[config.mk]
export PLATFORM = sky130hd
export DESIGN_NAME = tmr2_timer
export DESIGN_NICKNAME = d
export VERILOG_FILES = /design/src/common/tmr2_pkg.sv /design/src/rtl/tmr2_sync.sv /design/src/rtl/tmr2_presc.sv /design/src/rtl/tmr2_timer.sv
export SDC_FILE = /design/constraint.sdc
export NUM_CORES = 1
export LEC_CHECK = 0
export BUFFER_PORTS_ARGS = -buffer_cell sky130_fd_sc_hd__buf_2
export CAP_MARGIN = 10
export CORE_MARGIN = 5
export CORE_UTILIZATION = 40
export DETAILED_ROUTE_END_ITERATION = 8
export PLACE_DENSITY = 0.6
export SKIP_LAST_GASP = 1
export SYNTH_ARGS = -nofsm -noshare
export SYNTH_HDL_FRONTEND = slang
export SYNTH_HIERARCHICAL = 1
export SYNTH_SLANG_ARGS = --single-unit
[constraint.sdc]
create_clock -name CLK_SYS -period 5.8 [get_ports CLK_SYS]
set_clock_uncertainty 0.1 [all_clocks]
set_input_delay 0.58 -clock CLK_SYS [delete_from_list [all_inputs] [get_ports CLK_SYS]]
set_output_delay 0.58 -clock CLK_SYS [all_outputs]
set_load 0.01 [all_outputs]
[src/common/tmr2_pkg.sv]
// Package with register map, field layout and constants of the auto-reload timer
package tmr2_pkg;
   // ****************************************
   // Register offsets
   // ****************************************
   localparam logic [3:0] ADDR_MODE    = 4'h0;
   localparam logic [3:0] ADDR_CTRL    = 4'h1;
   localparam logic [3:0] ADDR_RLD_LO  = 4'h2;
   localparam logic [3:0] ADDR_RLD_HI  = 4'h3;
   localparam logic [3:0] ADDR_PRESC   = 4'h4;
   localparam logic [3:0] ADDR_CNT_LO  = 4'h5;
   localparam logic [3:0] ADDR_CNT_HI  = 4'h6;
   localparam logic [3:0] ADDR_STATUS  = 4'h7;
   localparam logic [3:0] ADDR_MASK    = 4'h8;

   // ****************************************
   // Field positions
   // ****************************************
   localparam int MODE_DOWN_COUNT_ENABLE_BIT  = 0;
   localparam int MODE_CM_LO     = 1;
   localparam int MODE_CM_HI     = 2;
   localparam int CTRL_RUN_BIT   = 0;
   localparam int CTRL_EXEN_BIT  = 1;
   localparam int ST_OVF_BIT     = 0;
   localparam int ST_EXT_BIT     = 1;

   // ****************************************
   // Values
   // ****************************************
   localparam logic [15:0] CNT_MIN   = 16'h0000;
   localparam logic [15:0] CNT_MAX   = 16'hFFFF;
   localparam logic [15:0] CNT_ONE   = 16'h0001;
   localparam logic [7:0]  BYTE_ZERO = 8'h00;
   localparam logic [1:0]  CM_BOTTOM_MAX = 2'b00;
   localparam logic [1:0]  CM_MIN_TOP    = 2'b01;
endpackage : tmr2_pkg

[src/rtl/tmr2_sync.sv]
// Two-flop synchroniser for one pin
`timescale 1ns/1ps
module tmr2_sync (
   // Clock and reset
   input  wire logic CLK_SYS,
   input  wire logic ARST_N,
   // Data
   input  wire logic d_in,
   output logic      q_out
);
   logic stage1_reg;
   logic stage2_reg;

   always_ff @(posedge CLK_SYS or negedge ARST_N) begin
      if (!ARST_N) begin
         stage1_reg <= 1'b0;
         stage2_reg <= 1'b0;
      end else begin
         stage1_reg <= d_in;
         stage2_reg <= stage1_reg;
      end
   end

   assign q_out = stage2_reg;
endmodule : tmr2_sync

[src/rtl/tmr2_presc.sv]
// Prescaler giving one tick every setting+1 clocks
`timescale 1ns/1ps
module tmr2_presc (
   // Clock and reset
   input  wire logic       CLK_SYS,
   input  wire logic       ARST_N,
   // Control
   input  wire logic       run,
   input  wire logic [7:0] setting,
   // Tick
   output logic            tick
);
   logic [7:0] cnt_reg;
   logic [7:0] cnt_next;

   always_comb begin
      cnt_next = cnt_reg;
      if (!run) begin
         cnt_next = tmr2_pkg::BYTE_ZERO;
      end else if (cnt_reg >= setting) begin
         cnt_next = tmr2_pkg::BYTE_ZERO;
      end else begin
         cnt_next = cnt_reg + 8'h01;
      end
   end

   always_ff @(posedge CLK_SYS or negedge ARST_N) begin
      if (!ARST_N) begin
         cnt_reg <= tmr2_pkg::BYTE_ZERO;
      end else begin
         cnt_reg <= cnt_next;
      end
   end

   assign tick = run && (cnt_reg >= setting);
endmodule : tmr2_presc

[src/rtl/tmr2_timer.sv]
// 16-bit auto-reload timer with register port and interrupt
// How it works
// - Down-count enable resets to zero, so counting is upward by default.
// - With down-count enable set, direction pin low counts down, high up.
// - Mode 00 up: count to all ones, overflow sets flag, reload from pair.
// - Mode 00 with external enable and down-count enable clear: pin falling edge reloads and sets event flag.
// - Overflow and external event flags both can raise the interrupt.
// - Mode 01 up: count zero to top, overflow sets flag and returns to zero.
// - Mode 01 with external enable and down-count enable clear: pin falling edge clears count, sets event flag.
// - Top value is double-buffered, taking effect after the next overflow in mode 01, at the next bottom in modes 10 and 11.
// - Mode 00 down: count from all ones to reload, underflow back to all ones.
// - Mode 00 enabled, pin high: count reload to all ones, overflow to reload.
// - Mode 01 enabled, pin high: count zero to top, overflow to zero.
// - Modes 10 and 11 count zero to top and back, ignoring direction.
// - Mode 00 period is (65536 - reload) times (prescaler + 1) clocks.
// - Mode 01 period is (top + 1) times (prescaler + 1) clocks.
`timescale 1ns/1ps
module tmr2_timer (
   // Clock and reset
   input  wire logic        CLK_SYS,
   input  wire logic        ARST_N,
   // Register port
   input  wire logic [3:0]  ADDR,
   input  wire logic [7:0]  WDATA,
   input  wire logic        WR,
   input  wire logic        RD,
   output logic      [7:0]  RDATA,
   // Pin
   input  wire logic        EXT_DIRECTION_TRIGGER_PIN,
   // Interrupt and status
   output logic             IRQ,
   output logic      [15:0] COUNT
);
   // ****************************************
   // Pin synchroniser and prescaler
   // ****************************************
   logic pin_sync;
   logic pin_prev_reg;
   logic tick;
   logic [2:0]  timer_two_mode_reg;
   logic [2:0]  mode_next;
   logic [1:0]  ctrl_reg;
   logic [1:0]  ctrl_next;
   logic [7:0]  reload_low_byte;
   logic [7:0]  reload_high_byte;
   logic [7:0]  rld_lo_next;
   logic [7:0]  rld_hi_next;
   logic [7:0]  timer_prescaler;
   logic [7:0]  presc_next;
   logic [15:0] cnt_reg;
   logic [15:0] cnt_next;
   logic [15:0] top_reg;
   logic [15:0] top_next;
   typedef enum logic [1:0] {
      TMR2_PH_UP   = 2'b01,
      TMR2_PH_DOWN = 2'b10
   } tmr2_phase_e;
   tmr2_phase_e phase_reg;
   tmr2_phase_e phase_next;
   logic [1:0]  status_reg;
   logic [1:0]  status_next;
   logic [1:0]  mask_reg;
   logic [1:0]  mask_next;
   logic [7:0]  rdata_reg;
   logic [7:0]  rdata_next;

   tmr2_sync u_sync (
      .CLK_SYS (CLK_SYS),
      .ARST_N  (ARST_N),
      .d_in    (EXT_DIRECTION_TRIGGER_PIN),
      .q_out   (pin_sync)
   );

   tmr2_presc u_presc (
      .CLK_SYS (CLK_SYS),
      .ARST_N  (ARST_N),
      .run     (ctrl_reg[tmr2_pkg::CTRL_RUN_BIT]),
      .setting (timer_prescaler),
      .tick    (tick)
   );

   // ****************************************
   // Decoded controls
   // ****************************************
   logic        down_count_enable;
   logic [1:0]  count_mode_select;
   logic        external_event_enable;
   logic [15:0] reload_val;
   logic        pin_fall;
   logic        count_down;
   logic        ovf_evt;
   logic        ext_evt;

   assign down_count_enable     = timer_two_mode_reg[tmr2_pkg::MODE_DOWN_COUNT_ENABLE_BIT];
   assign count_mode_select     = timer_two_mode_reg[tmr2_pkg::MODE_CM_HI:tmr2_pkg::MODE_CM_LO];
   assign external_event_enable = ctrl_reg[tmr2_pkg::CTRL_EXEN_BIT];
   assign reload_val            = {reload_high_byte, reload_low_byte};
   assign pin_fall              = pin_prev_reg && !pin_sync;
   assign count_down            = down_count_enable && !pin_sync;

   // ****************************************
   // Compare and step values
   // ****************************************
   logic [15:0] cnt_inc;
   logic [15:0] cnt_dec;
   logic        at_max;
   logic        at_min;
   logic        at_reload;
   logic        at_top;
   logic        top_is_min;
   logic        reload_is_min;
   logic        mode_bottom_max;
   logic        mode_min_top;
   logic        edge_trigger;

   assign cnt_inc         = cnt_reg + tmr2_pkg::CNT_ONE;
   assign cnt_dec         = cnt_reg - tmr2_pkg::CNT_ONE;
   assign at_max          = (cnt_reg == tmr2_pkg::CNT_MAX);
   assign at_min          = (cnt_reg == tmr2_pkg::CNT_MIN);
   assign at_reload       = (cnt_reg == reload_val);
   assign at_top          = (cnt_reg >= top_reg);
   assign top_is_min      = (top_reg == tmr2_pkg::CNT_MIN);
   assign reload_is_min   = (reload_val == tmr2_pkg::CNT_MIN);
   assign mode_bottom_max = (count_mode_select == tmr2_pkg::CM_BOTTOM_MAX);
   assign mode_min_top    = (count_mode_select == tmr2_pkg::CM_MIN_TOP);
   assign edge_trigger    = external_event_enable && pin_fall && !down_count_enable;

   // ****************************************
   // Counter next state
   // ****************************************
   always_comb begin
      cnt_next   = cnt_reg;
      top_next   = top_reg;
      phase_next = phase_reg;
      ovf_evt    = 1'b0;
      ext_evt    = 1'b0;
      if (mode_bottom_max) begin
         if (edge_trigger) begin
            cnt_next = reload_val;
            ext_evt  = 1'b1;
         end else if (tick) begin
            if (count_down) begin
               if (at_reload) begin
                  cnt_next = tmr2_pkg::CNT_MAX;
                  ovf_evt  = 1'b1;
               end else begin
                  cnt_next = cnt_dec;
               end
            end else if (at_max) begin
               cnt_next = reload_val;
               ovf_evt  = 1'b1;
            end else begin
               cnt_next = cnt_inc;
            end
         end
      end else if (mode_min_top) begin
         if (edge_trigger) begin
            cnt_next = tmr2_pkg::CNT_MIN;
            ext_evt  = 1'b1;
         end else if (tick) begin
            if (count_down) begin
               if (at_min) begin
                  top_next = reload_val;
                  cnt_next = reload_val;
                  ovf_evt  = 1'b1;
               end else begin
                  cnt_next = cnt_dec;
               end
            end else if (at_top) begin
               top_next = reload_val;
               cnt_next = tmr2_pkg::CNT_MIN;
               ovf_evt  = 1'b1;
            end else begin
               cnt_next = cnt_inc;
            end
         end
      end else if (tick) begin
         // Up-down between min and top, direction pin ignored
         case (phase_reg)
            TMR2_PH_UP: begin
               if (at_top) begin
                  phase_next = TMR2_PH_DOWN;
                  cnt_next   = top_is_min ? top_reg : cnt_dec;
                  ovf_evt    = 1'b1;
               end else begin
                  cnt_next = cnt_inc;
               end
            end
            TMR2_PH_DOWN: begin
               if (at_min) begin
                  phase_next = TMR2_PH_UP;
                  top_next   = reload_val;
                  cnt_next   = reload_is_min ? cnt_reg : tmr2_pkg::CNT_ONE;
               end else begin
                  cnt_next = cnt_dec;
               end
            end
            default: begin
               phase_next = TMR2_PH_UP;
            end
         endcase
      end
   end

   // ****************************************
   // Register port
   // ****************************************
   always_comb begin
      mode_next   = timer_two_mode_reg;
      ctrl_next   = ctrl_reg;
      rld_lo_next = reload_low_byte;
      rld_hi_next = reload_high_byte;
      presc_next  = timer_prescaler;
      mask_next   = mask_reg;
      status_next = status_reg;
      rdata_next  = tmr2_pkg::BYTE_ZERO;
      if (WR) begin
         if (ADDR == tmr2_pkg::ADDR_MODE) begin
            mode_next = WDATA[2:0];
         end else if (ADDR == tmr2_pkg::ADDR_CTRL) begin
            ctrl_next = WDATA[1:0];
         end else if (ADDR == tmr2_pkg::ADDR_RLD_LO) begin
            rld_lo_next = WDATA;
         end else if (ADDR == tmr2_pkg::ADDR_RLD_HI) begin
            rld_hi_next = WDATA;
         end else if (ADDR == tmr2_pkg::ADDR_PRESC) begin
            presc_next = WDATA;
         end else if (ADDR == tmr2_pkg::ADDR_MASK) begin
            mask_next = WDATA[1:0];
         end
      end
      if (RD) begin
         if (ADDR == tmr2_pkg::ADDR_MODE) begin
            rdata_next = {5'h00, timer_two_mode_reg};
         end else if (ADDR == tmr2_pkg::ADDR_CTRL) begin
            rdata_next = {6'h00, ctrl_reg};
         end else if (ADDR == tmr2_pkg::ADDR_RLD_LO) begin
            rdata_next = reload_low_byte;
         end else if (ADDR == tmr2_pkg::ADDR_RLD_HI) begin
            rdata_next = reload_high_byte;
         end else if (ADDR == tmr2_pkg::ADDR_PRESC) begin
            rdata_next = timer_prescaler;
         end else if (ADDR == tmr2_pkg::ADDR_CNT_LO) begin
            rdata_next = cnt_reg[7:0];
         end else if (ADDR == tmr2_pkg::ADDR_CNT_HI) begin
            rdata_next = cnt_reg[15:8];
         end else if (ADDR == tmr2_pkg::ADDR_STATUS) begin
            rdata_next  = {6'h00, status_reg};
            status_next = 2'b00;
         end else if (ADDR == tmr2_pkg::ADDR_MASK) begin
            rdata_next = {6'h00, mask_reg};
         end
      end
      // Set wins over the read clear
      if (ovf_evt) begin
         status_next[tmr2_pkg::ST_OVF_BIT] = 1'b1;
      end
      if (ext_evt) begin
         status_next[tmr2_pkg::ST_EXT_BIT] = 1'b1;
      end
   end

   // ****************************************
   // State registers
   // ****************************************
   always_ff @(posedge CLK_SYS or negedge ARST_N) begin
      if (!ARST_N) begin
         timer_two_mode_reg <= 3'b000;
         ctrl_reg           <= 2'b00;
         reload_low_byte    <= tmr2_pkg::BYTE_ZERO;
         reload_high_byte   <= tmr2_pkg::BYTE_ZERO;
         timer_prescaler    <= tmr2_pkg::BYTE_ZERO;
         cnt_reg            <= tmr2_pkg::CNT_MIN;
         top_reg            <= tmr2_pkg::CNT_MIN;
         phase_reg          <= TMR2_PH_UP;
         status_reg         <= 2'b00;
         mask_reg           <= 2'b00;
         rdata_reg          <= tmr2_pkg::BYTE_ZERO;
         pin_prev_reg       <= 1'b0;
      end else begin
         timer_two_mode_reg <= mode_next;
         ctrl_reg           <= ctrl_next;
         reload_low_byte    <= rld_lo_next;
         reload_high_byte   <= rld_hi_next;
         timer_prescaler    <= presc_next;
         cnt_reg            <= cnt_next;
         top_reg            <= top_next;
         phase_reg          <= phase_next;
         status_reg         <= status_next;
         mask_reg           <= mask_next;
         rdata_reg          <= rdata_next;
         pin_prev_reg       <= pin_sync;
      end
   end

   // ****************************************
   // Outputs
   // ****************************************
   logic overflow_flag;
   logic external_event_flag;

   assign overflow_flag       = status_reg[tmr2_pkg::ST_OVF_BIT];
   assign external_event_flag = status_reg[tmr2_pkg::ST_EXT_BIT];
   assign RDATA               = rdata_reg;
   assign COUNT               = cnt_reg;
   assign IRQ                 = (overflow_flag && mask_reg[tmr2_pkg::ST_OVF_BIT])
                                || (external_event_flag && mask_reg[tmr2_pkg::ST_EXT_BIT]);
endmodule : tmr2_timer

* Word-level counts from Yosys, hierarchy flattened
Index checks and enable logic that the tools add are counted.
** Word-level totals
- Register bits :: 86
- Logic and storage cells :: 164
- Bits of input ports :: 17
** Cells by class
- Reduce and logical (&&, ||, !) cells :: 35
- Equal/unequal tests :: 32
- Bitwise operators :: 7
- Muxes and demuxes :: 69
- Add/sub/neg operators :: 3
- Order comparisons :: 2
** Operators by type and width (number)
- $mux 16 :: 25
- $mux 8 :: 10
- $logic_not 16->1 :: 3
- $ne 2x2->1 const B :: 17
- $pmux 16 s2 :: 1
- $mux 2 :: 13
- $mux 1 :: 19
- $reduce_and 9->1 :: 2
- $add 16x1->16 const B :: 1
- $eq 16x16->1 :: 1
- $eq 16x16->1 const B :: 1
- $eq 4x3->1 const B :: 4
- $ge 16x16->1 :: 1
- $sub 16x1->16 const B :: 1
- $reduce_bool 2->1 :: 7
- $reduce_and 6->1 :: 2
- $reduce_and 5->1 :: 2
- $add 8x1->8 const B :: 1
- $eq 4x2->1 const B :: 2
- $ge 8x8->1 :: 1
- $reduce_and 4->1 :: 2
- $logic_and 1x1->1 :: 7
- $not 1->1 :: 7
- $reduce_and 7->1 :: 1
- 15 further kinds :: 17

* Longest topological paths before layout
Gate-level depths: netlist (run 1).
- Depth after elaboration :: 11
- Depth in mapped cells :: 12
- Mapped depth without buffers :: 11

* Hierarchy
The synthesis (run 1) kept the hierarchy.
** By module, submodules not included
- tmr2_timer :: area an instance 6029.5 sq um, sequential area each 1903.1 sq um, cells each 695, instances 1
- tmr2_presc :: area an instance 571.8 sq um, sequential area each 200.2 sq um, cells each 58, instances 1
- tmr2_sync :: area an instance 50.0 sq um, sequential area each 50.0 sq um, cells each 2, instances 1

* Worst setup path before layout (run 1)
OpenSTA, ideal clock, no wires.
- Kind :: flip-flop to flip-flop
- Start :: reg cnt_reg[0], in the netlist COUNT[0]
- End :: reg cnt_reg[6], in the netlist COUNT[6]
- Period minus slack after synthesis :: 3.110 ns
- Setup slack :: 2.690 ns
- Cell stages (with the launch flop) :: 12
- Arrival time :: 2.921 ns
- Buffers on the path :: 2
- Cells stage by stage :: dfrtp_1 clkbuf_1 inv_1 ha_1 nand2b_1 a2111o_1 a31oi_1 nand2_2 clkbuf_1 o32ai_1 nand2_1 a41oi_1
** Between the ends
- Cells in the longest elaborated chain, start to end :: 7
- Elaborated cells between the ends (all ways) :: 25
- Those cells by class :: add/sub (2); order compare (1); eq/ne (3); mux (17); reduce/logical (2)
** Ends and longest elaborated chain
- start: declaration :: line tmr2_timer.sv:50 : logic [15:0] cnt_reg;
- start signal: assignment :: line tmr2_timer.sv:273 : cnt_reg <= tmr2_pkg::CNT_MIN;
- start signal: assignment :: line tmr2_timer.sv:286 : cnt_reg <= cnt_next;
- $sub 16x1->16 (tied with other cells) :: line tmr2_timer.sv:117 : assign cnt_dec = cnt_reg - tmr2_pkg::CNT_ONE;
- $mux 16 (on tied branches) :: line tmr2_timer.sv:183, tmr2_timer.sv:162, tmr2_timer.sv:169
- $mux 16 (on tied branches) :: line tmr2_timer.sv:181, tmr2_timer.sv:161
- $pmux 16 s2 or $mux 16 (tied branches) :: line tmr2_timer.sv:179, tmr2_timer.sv:160
- $mux 16 (on tied branches) :: line tmr2_timer.sv:177, tmr2_timer.sv:157
- $mux 16 :: line tmr2_timer.sv:156 : end else if (mode_min_top) begin
- $mux 16 :: line tmr2_timer.sv:137 : if (mode_bottom_max) begin
Several ways; a longest one is shown, not always the timed one. The select of a mux whose other input is x is not followed.
A chain may end at the register's enable or synchronous reset.

* Final worst setup path (run 1)
- Start :: reg cnt_reg[13], in the netlist COUNT[13]
- End :: reg cnt_reg[3], in the netlist COUNT[3]
** Between the ends
- Cells in the longest elaborated chain, start to end :: 7
- Elaborated cells between the ends (all ways) :: 22
- Those cells by class :: order compare (1); eq/ne (3); mux (16); reduce/logical (2)
** Ends and longest elaborated chain
- $ge 16x16->1 or $logic_not 16->1 (tied branches) :: line tmr2_timer.sv:121, tmr2_timer.sv:119
- $mux 16 (on tied branches) :: line tmr2_timer.sv:169, tmr2_timer.sv:162
- $mux 16 :: line tmr2_timer.sv:161 : if (count_down) begin
- $mux 16 :: line tmr2_timer.sv:160 : end else if (tick) begin
- $mux 16 :: line tmr2_timer.sv:157 : if (edge_trigger) begin
- $mux 16 :: line tmr2_timer.sv:156
- $mux 16 :: line tmr2_timer.sv:137
Several ways; a longest one is shown, not always the timed one. The select of a mux whose other input is x is not followed.

==> results of run 1 <==
[critical path: stages (launching register included)]
cell	delay (ns)
dfrtp_1	0.64
ha_1	0.44
nand4_1	0.21
nor4_1	0.57
a31oi_1	0.30
and2_1	0.38
o31ai_2	0.69
a2111oi_1	0.19
a211oi_1	0.25
[per-layer routing]
| metal | track usage | vias to the layer above | wire length, um |
|---|---|---|---|
| li1 | - | 2789 | - |
| met1 | 0.326 | 2975 | 9770 |
| met2 | 0.351 | 336 | 9970 |
| met3 | 0.0459 | 62 | 2010 |
| met4 | 0.0819 | 0 | 685 |
| met5 | 0 | - | 0 |
[layout make-up]
type	instances	area [um2]	share of cell area
Clock buffer	9	225	0.0312
Clock inverter	7	76.3	0.0106
Inverter	40	150	0.0208
Multi-Input combinational cell	577	4060	0.563
Sequential cell	86	2150	0.299
Tap cell	220	275	0.0382
Timing Repair Buffer	50	275	0.0382
[worst max path at each step]
stage                          from        end  slack (ns)
after floorplan            COUNT[0]   COUNT[6]        2.69
after detailed placement  COUNT[13]   COUNT[3]        2.15
after global routing       COUNT[0]  COUNT[14]        1.85
after CTS                 COUNT[13]  COUNT[10]        2.10
after global placement    COUNT[13]  COUNT[10]        2.11
final                     COUNT[13]   COUNT[3]        1.93
[per-stage QoR]
step                cell area (um2)  worst slack [ns]  hold slack (ns)  total power [uW]  instances
finish                         7210              1.93           0.0491              3220        989
global route                   7210              1.85           0.0959              3420        989
CTS                            7210              2.10           0.0659              3190        989
detailed placement             6910              2.15            0.239              2580        973
global placement               6910              2.11            0.238              2580        973
floorplan                      6650              2.69            0.184              2130        755
[power by group through the flow]
stage	Clock, uW	Combinational, uW	Sequential, uW
2_1_floorplan	0	1250	884
3_3_place_gp	0	1470	1110
3_5_place_dp	0	1470	1110
4_1_cts	617	1480	1100
5_1_grt	638	1650	1130
6_report	606	1500	1110
[cells in the final DEF (no fill, tap or decap), types with 10 or more instances in the layout]
| cell type | netlist | routed |
|---|---|---|
| a21oi_1 | 32 | 31 |
| buf_2 | 5 | 40 |
| buf_4 | 7 | 10 |
| dfrtp_1 | 85 | 85 |
| ha_1 | 30 | 30 |
| inv_1 | 40 | 40 |
| mux2_2 | 34 | 34 |
| mux2i_1 | 11 | 11 |
| nand2_1 | 72 | 72 |
| nand3_1 | 15 | 15 |
| nand4_1 | 11 | 11 |
| nor2_1 | 73 | 73 |
| nor3_1 | 12 | 12 |
| nor4_1 | 14 | 14 |
| o211ai_1 | 10 | 10 |
| o21ai_0 | 36 | 36 |
| o21ai_1 | 11 | 11 |
| xnor2_1 | 13 | 13 |
| xor2_1 | 38 | 38 |
[logic make-up after synthesis]
group / after synthesis / share of synthesized area
compound gates: 193 / 0.208
xor+xnor: 51 / 0.0672
fa+ha+maj: 30 / 0.0564
buf+inv: 92 / 0.0677
flops: 86 / 0.324
mux: 45 / 0.0741
simple gates: 258 / 0.202
==> summary.txt, run 1 <==
Timing
  – Least-Margin Pin Slew: 1.09 ns
  – Slew Viols, Final: 0
  – Relative slew slack: 0.270
  – Final Cycle Share: 0.667
  – Fin crit period: 3.87 ns
  – Final hold violations: 0
  – RSZ-0062 raised after global routing: no
  – F_max: 258 MHz
  – Setup TNS: 0 ns
  – Setup violations, final: 0

Routing
  – Via density: 6.23
  – DRC Markers: 0
  – DRT iter0 DRCs: 572
  – 1st-pass router iterations: 6
  – DR WL/cell: 22.7 um
  – Routed vias: 6162
  – Antenna Nets Post-Route: 0
  – Routed Wire Length: 22400 um

Global routing
  – Largest net degree at the start of global routing: 56
  – First-pass GRT wire length: 35000 um
  – Vias in the first global route: 5834
  – Tot GR Track Use: 0.230
  – Grt ovf: 0
  – Initial antenna violation count: 0

Clock network
  – Buffer count from post-CTS setup fixing: 0
  – Clock root buffer: clkbuf_16
  – CTS tree: done
  – CTS buffer count: 9
  – Hold buffer count at CTS: 0
  – CTS resizes: 0
  – Latest clock arrival within the worst-skew pair: 0.36 ns
  – Clk sinks: 86
  – Max clock buf depth: 2
  – Clock Pin Slew Worst Setup and Hold Paths: 0.08 ns
  – H-tree depth: 3

Logic synthesis
  – Area leader, netlist: dfrtp_1
  – Register area share after synthesis: 0.324
  – Synth Warn #: 6
  – Post-synth EDFFs: 0
  – Syn avg cell area: 8.81 um2
  – Top cells by area, synth: dfrtp_1 (32%), mux2_2 (5.8%), ha_1 (5.6%)
  – Most frequent cell after synthesis: dfrtp_1
  – Net Count, Synth: 802
  – Mapped Area: 0.00665 mm2
  – Post-synth top flop: dfrtp_1
  – Synth top area share: 0.320
  – FFs w/ async S/R, synth: 1.00
  – Cells after Synth: 755
  – Netlist cell types: 83
  – Post-synthesis sequential element count: 86
  – Commonest cells in the netlist: dfrtp_1 (85), nor2_1 (73), nand2_1 (72)

Power
  – Leakage power figure: 0.00297 uW
  – Pint: 1630 uW
  – Comb power frac: 0.467
  – Pwr/cell area: 447 mW/mm2
  – Switching share of power: 0.493
  – Register share of total power: 0.345
  – Peak supply drop: 0.172 mV
  – Psw: 1590 uW
  – Clk pwr share: 0.188

Cells and area
  – Area growth from synthesis to layout: 8.45%
  – Post-layout util: 0.438
  – Fillcell total: 1662
  – Final nets: 811
  – Share of cells above drive strength 1: 0.166
  – Antenna diode count: 0

Placed design
  – Detail Placement HPWL: 16000 um
  – # port buffers: 41
  – GP Congestion: 0.963

Die
  – Placeable core area: 0.0165 mm2
  – Die area: 0.0193 mm2
  – Row count: 47
  – DIE HEIGHT: 139 um
  – # IOs: 42
  – Initial Util: 0.404
  – DIE WIDTH: 139 um

Setup path
  – CP Data Arrival Time: 4.04 ns
  – R2R Path End: COUNT[3]
  – Startpoint Class: flip-flop
  – FF-to-FF Start: COUNT[13]
  – Endpoint class of the critical path: flip-flop
  – Required time of the critical path: 5.97 ns
  – Crit-path max FO: 13
  – Worst Reg-to-Reg Cells: 8
  – R2R setup slack: 1.93 ns
  – Setup CP Type: flip-flop to flip-flop

Flow run
  – Max cap viols: 0

Status
  – Status: complete, no violations

Min path
  – Hold Crit Class: primary input to async pin
Note: power is estimated with default switching activity, not from simulation.
==> run 2, diff against run 1 <==
- ABC_AREA: not set -> 1
- clock period: 5.8 -> 4 ns (I/O delays scaled with it)
==> summary.txt, run 2 <==
Setup path
  – FF-to-FF Start: timer_prescaler[7] (was COUNT[13])
  – Worst Reg-to-Reg Cells: 18 (was 8)
  – R2R Path End: COUNT[6] (was COUNT[3])
  – R2R setup slack: 1.24 ns (was 1.93 ns)
  – Endpoint class of the critical path: flip-flop (unchanged)
  – Crit-path max FO: 16 (was 13)
  – CP Data Arrival Time: 2.91 ns (was 4.04 ns)
  – Setup CP Type: flip-flop to flip-flop (unchanged)
  – Critical Path Source: timer_prescaler[7] (was COUNT[13])
  – Setup crit end: COUNT[6] (was COUNT[3])
  – Required time of the critical path: 4.15 ns (was 5.97 ns)
  – Startpoint Class: flip-flop (unchanged)

Routing
  – DRT iter0 DRCs: 721 (was 572)
  – 1st-pass router iterations: 6 (unchanged)
  – DR WL/cell: 18.4 um (was 22.7 um)
  – Routed Wire Length: 25000 um (was 22400 um)
  – Antenna Nets Post-Route: 0 (unchanged)
  – DRC Markers: 0 (unchanged)
  – Via density: 5.36 (was 6.23)
  – Routed vias: 7294 (was 6162)

Flow run
  – Max cap viols: 0 (unchanged)

Clock network
  – CTS tree: done (unchanged)
  – Latest clock arrival within the worst-skew pair: 0.36 ns (about the same)
  – CTS buffer count: 9 (unchanged)
  – Hold buffer count at CTS: 0 (unchanged)
  – Max clock buf depth: 2 (unchanged)
  – H-tree depth: 3 (unchanged)
  – Clock root buffer: clkbuf_16 (unchanged)
  – Clock Pin Slew Worst Setup and Hold Paths: 0.07 ns (was 0.08 ns)
  – Buffer count from post-CTS setup fixing: 0 (unchanged)
  – Clk sinks: 86 (unchanged)
  – CTS resizes: 0 (unchanged)

Logic synthesis
  – Cells after Synth: 1104 (was 755)
  – Synth Warn #: 6 (unchanged)
  – Top cells by area, synth: dfrtp_1 (29%), nand2_1 (16%), nand3_1 (7.6%) (was dfrtp_1 (32%), mux2_2 (5.8%), ha_1 (5.6%))
  – Net Count, Synth: 1151 (was 802)
  – Netlist cell types: 45 (was 83)
  – Post-synthesis sequential element count: 86 (unchanged)
  – Register area share after synthesis: 0.298 (was 0.324)
  – Commonest cells in the netlist: nand2_1 (316), inv_1 (138), nand3_1 (109) (was dfrtp_1 (85), nor2_1 (73), nand2_1 (72))
  – Most frequent cell after synthesis: nand2_1 (was dfrtp_1)
  – Area leader, netlist: dfrtp_1 (unchanged)
  – Mapped Area: 0.00722 mm2 (was 0.00665 mm2)
  – Synth top area share: 0.295 (was 0.320)
  – Post-synth EDFFs: 0 (unchanged)
  – FFs w/ async S/R, synth: 1.00 (unchanged)
  – Syn avg cell area: 6.54 um2 (was 8.81 um2)
  – Post-synth top flop: dfrtp_1 (unchanged)

Die
  – DIE HEIGHT: 144 um (was 139 um)
  – Row count: 49 (was 47)
  – # IOs: 42 (unchanged)
  – Initial Util: 0.405 (was 0.404)
  – DIE WIDTH: 144 um (was 139 um)
  – Placeable core area: 0.0178 mm2 (was 0.0165 mm2)
  – Die area: 0.0208 mm2 (was 0.0193 mm2)

Cells and area
  – Fillcell total: 1879 (was 1662)
  – Commonest non-fill, non-tap cell in the layout: nand2_1 (was dfrtp_1)
  – Commonest cells after routing, fill and taps aside: nand2_1 (316), inv_1 (138), nand3_1 (109) (was dfrtp_1 (85), nor2_1 (73), nand2_1 (72))
  – Final nets: 1175 (was 811)
  – Final Cell Area: 0.00785 mm2 (was 0.00721 mm2)
  – Antenna diode count: 0 (unchanged)
  – Area growth from synthesis to layout: 8.79% (was 8.45%)
  – Share of cells above drive strength 1: 0.116 (was 0.166)

Placed design
  – # port buffers: 41 (unchanged)
  – GP Congestion: 0.992 (was 0.963)
  – Cell Area, Placed: 0.00755 mm2 (was 0.00691 mm2)
  – Detail Placement HPWL: 18500 um (was 16000 um)

Global routing
  – Met2 usage: 0.395 (was 0.351)
  – Initial antenna violation count: 0 (unchanged)
  – First-pass GRT wire length: 39600 um (was 35000 um)
  – Met1 Use GR: 0.330 (was 0.326)
  – Grt ovf: 0 (unchanged)
  – Tot GR Track Use: 0.249 (was 0.230)
  – Grt peak-use layer: met2 (unchanged)
  – Vias in the first global route: 7003 (was 5834)
  – Largest net degree at the start of global routing: 60 (was 56)
  – Met3 Use GR: 0.0479 (was 0.0459)

Power
  – Overall power: 5170 uW (was 3220 uW)
  – Pint: 2490 uW (was 1630 uW)
  – Psw: 2680 uW (was 1590 uW)
  – Leakage power figure: 0.00412 uW (was 0.00297 uW)
  – Pwr/cell area: 658 mW/mm2 (was 447 mW/mm2)
  – Comb power frac: 0.561 (was 0.467)
  – Peak supply drop: 0.337 mV (was 0.172 mV)
  – Clk pwr share: 0.167 (was 0.188)
  – Switching share of power: 0.518 (was 0.493)
  – Register share of total power: 0.272 (was 0.345)

Timing
  – RSZ-0062 raised after global routing: no (unchanged)
  – Setup violations, final: 0 (unchanged)
  – Final hold violations: 0 (unchanged)
  – Slew Viols, Final: 0 (unchanged)
  – F_max: 362 MHz (was 258 MHz)
  – Fin crit period: 2.76 ns (was 3.87 ns)
  – Final Cycle Share: 0.691 (was 0.667)
  – Least-Margin Pin Slew: 0.854 ns (was 1.09 ns)
  – Setup TNS: 0 ns (unchanged)
  – Relative slew slack: 0.431 (was 0.270)

Status
  – Status: complete, no violations (unchanged)

Min path
  – Hold Crit Class: primary input to async pin (unchanged)
-- run 2: cell types whose count changed after synthesis, moves of 12 or more --
cell / previous run / this run
inv_2: 0 / 12
clkbuf_1: 29 / 10
nor2_1: 73 / 94
o21ai_0: 36 / 61
nor2_2: 0 / 15
a21oi_1: 32 / 62
buf_2: 5 / 19
mux2_2: 34 / 0
nor4_1: 14 / 0
nand3_1: 15 / 109
xnor2_1: 13 / 1
nand2_1: 72 / 316
inv_1: 40 / 138
-- run 2: cells by family (layout without fill, tap and decap cells) --
group / Yosys count / in the layout / share of synthesized area
AND/OR/NAND/NOR: 589 / 589 / 0.359
buffers and inverters: 196 / 224 / 0.117
adder cells (fa/ha/maj): 30 / 30 / 0.0520
flip-flops: 86 / 86 / 0.298
XOR/XNOR: 33 / 33 / 0.0400
AO/OA/AOI/OAI: 170 / 170 / 0.134
-- run 2: per-layer routing --
| metal | vias to the layer above | share of wire | wire [um] |
|---|---|---|---|
| met5 | - | 0 | 0 |
| met2 | 297 | 0.45 | 11400 |
| met4 | 0 | 0.049 | 1230 |
| met1 | 3324 | 0.42 | 10600 |
| li1 | 3599 | - | - |
| met3 | 74 | 0.073 | 1820 |
-- run 2: worst min path at each step --
stage                               from                end  slack [ns]  cells past startpoint
2_1_floorplan                     ARST_N           COUNT[0]       0.004                      0
3_3_place_gp           u_sync/stage1_reg       u_sync/q_out        0.24                      0
3_5_place_dp           u_sync/stage1_reg       u_sync/q_out        0.24                      0
4_1_cts        EXT_DIRECTION_TRIGGER_PIN  u_sync/stage1_reg        0.04                      1
5_1_grt        EXT_DIRECTION_TRIGGER_PIN  u_sync/stage1_reg        0.04                      1
6_report                          ARST_N        top_reg[10]       0.003                      1
-- run 2: final cells by class --
| type | instances | area (um2) | share of cell area |
|---|---|---|---|
| Tap cell | 229 | 287 | 0.0365 |
| Inverter | 153 | 574 | 0.0731 |
| Clock buffer | 10 | 229 | 0.0292 |
| Clock inverter | 5 | 57.6 | 0.00733 |
| Sequential cell | 86 | 2150 | 0.274 |
| Multi-Input combinational cell | 822 | 4220 | 0.538 |
| Timing Repair Buffer | 56 | 328 | 0.0418 |
-- run 2: power by group through the flow --
stage               logic (uW)  clock network (uW)  registers (uW)
finish                    2900                 863            1400
CTS                       2850                 889            1400
global placement          2850                   0            1400
floorplan                 2120                   0            1270
detailed placement        2840                   0            1420
global route              3250                 926            1440
-- run 2: worst max-delay path: stages, from the launching register on --
cell and delay (ns):
dfrtp_1 0.38, inv_1 0.06, ha_1 0.29, nand2_1 0.08, nor2_2 0.13, nand4_1 0.10
nand3_2 0.19, nand2_1 0.11, inv_1 0.17, inv_1 0.06, nand3_1 0.07, o21ai_1 0.08
inv_1 0.05, nand3_1 0.10, buf_4 0.23, a21oi_1 0.14, nand3_1 0.18, nand2_1 0.10
inv_1 0.04
-- run 2: metrics by stage --
step	util	setup slack [ns]	std cells	hold slack, ns
floorplan	-	1.82	1104	0.00441
global placement	0.423	1.03	1345	0.236
detailed placement	0.423	0.888	1345	0.239
CTS	0.439	0.865	1360	0.0359
global route	0.440	0.951	1361	0.0432
finish	0.440	1.24	1361	0.00254
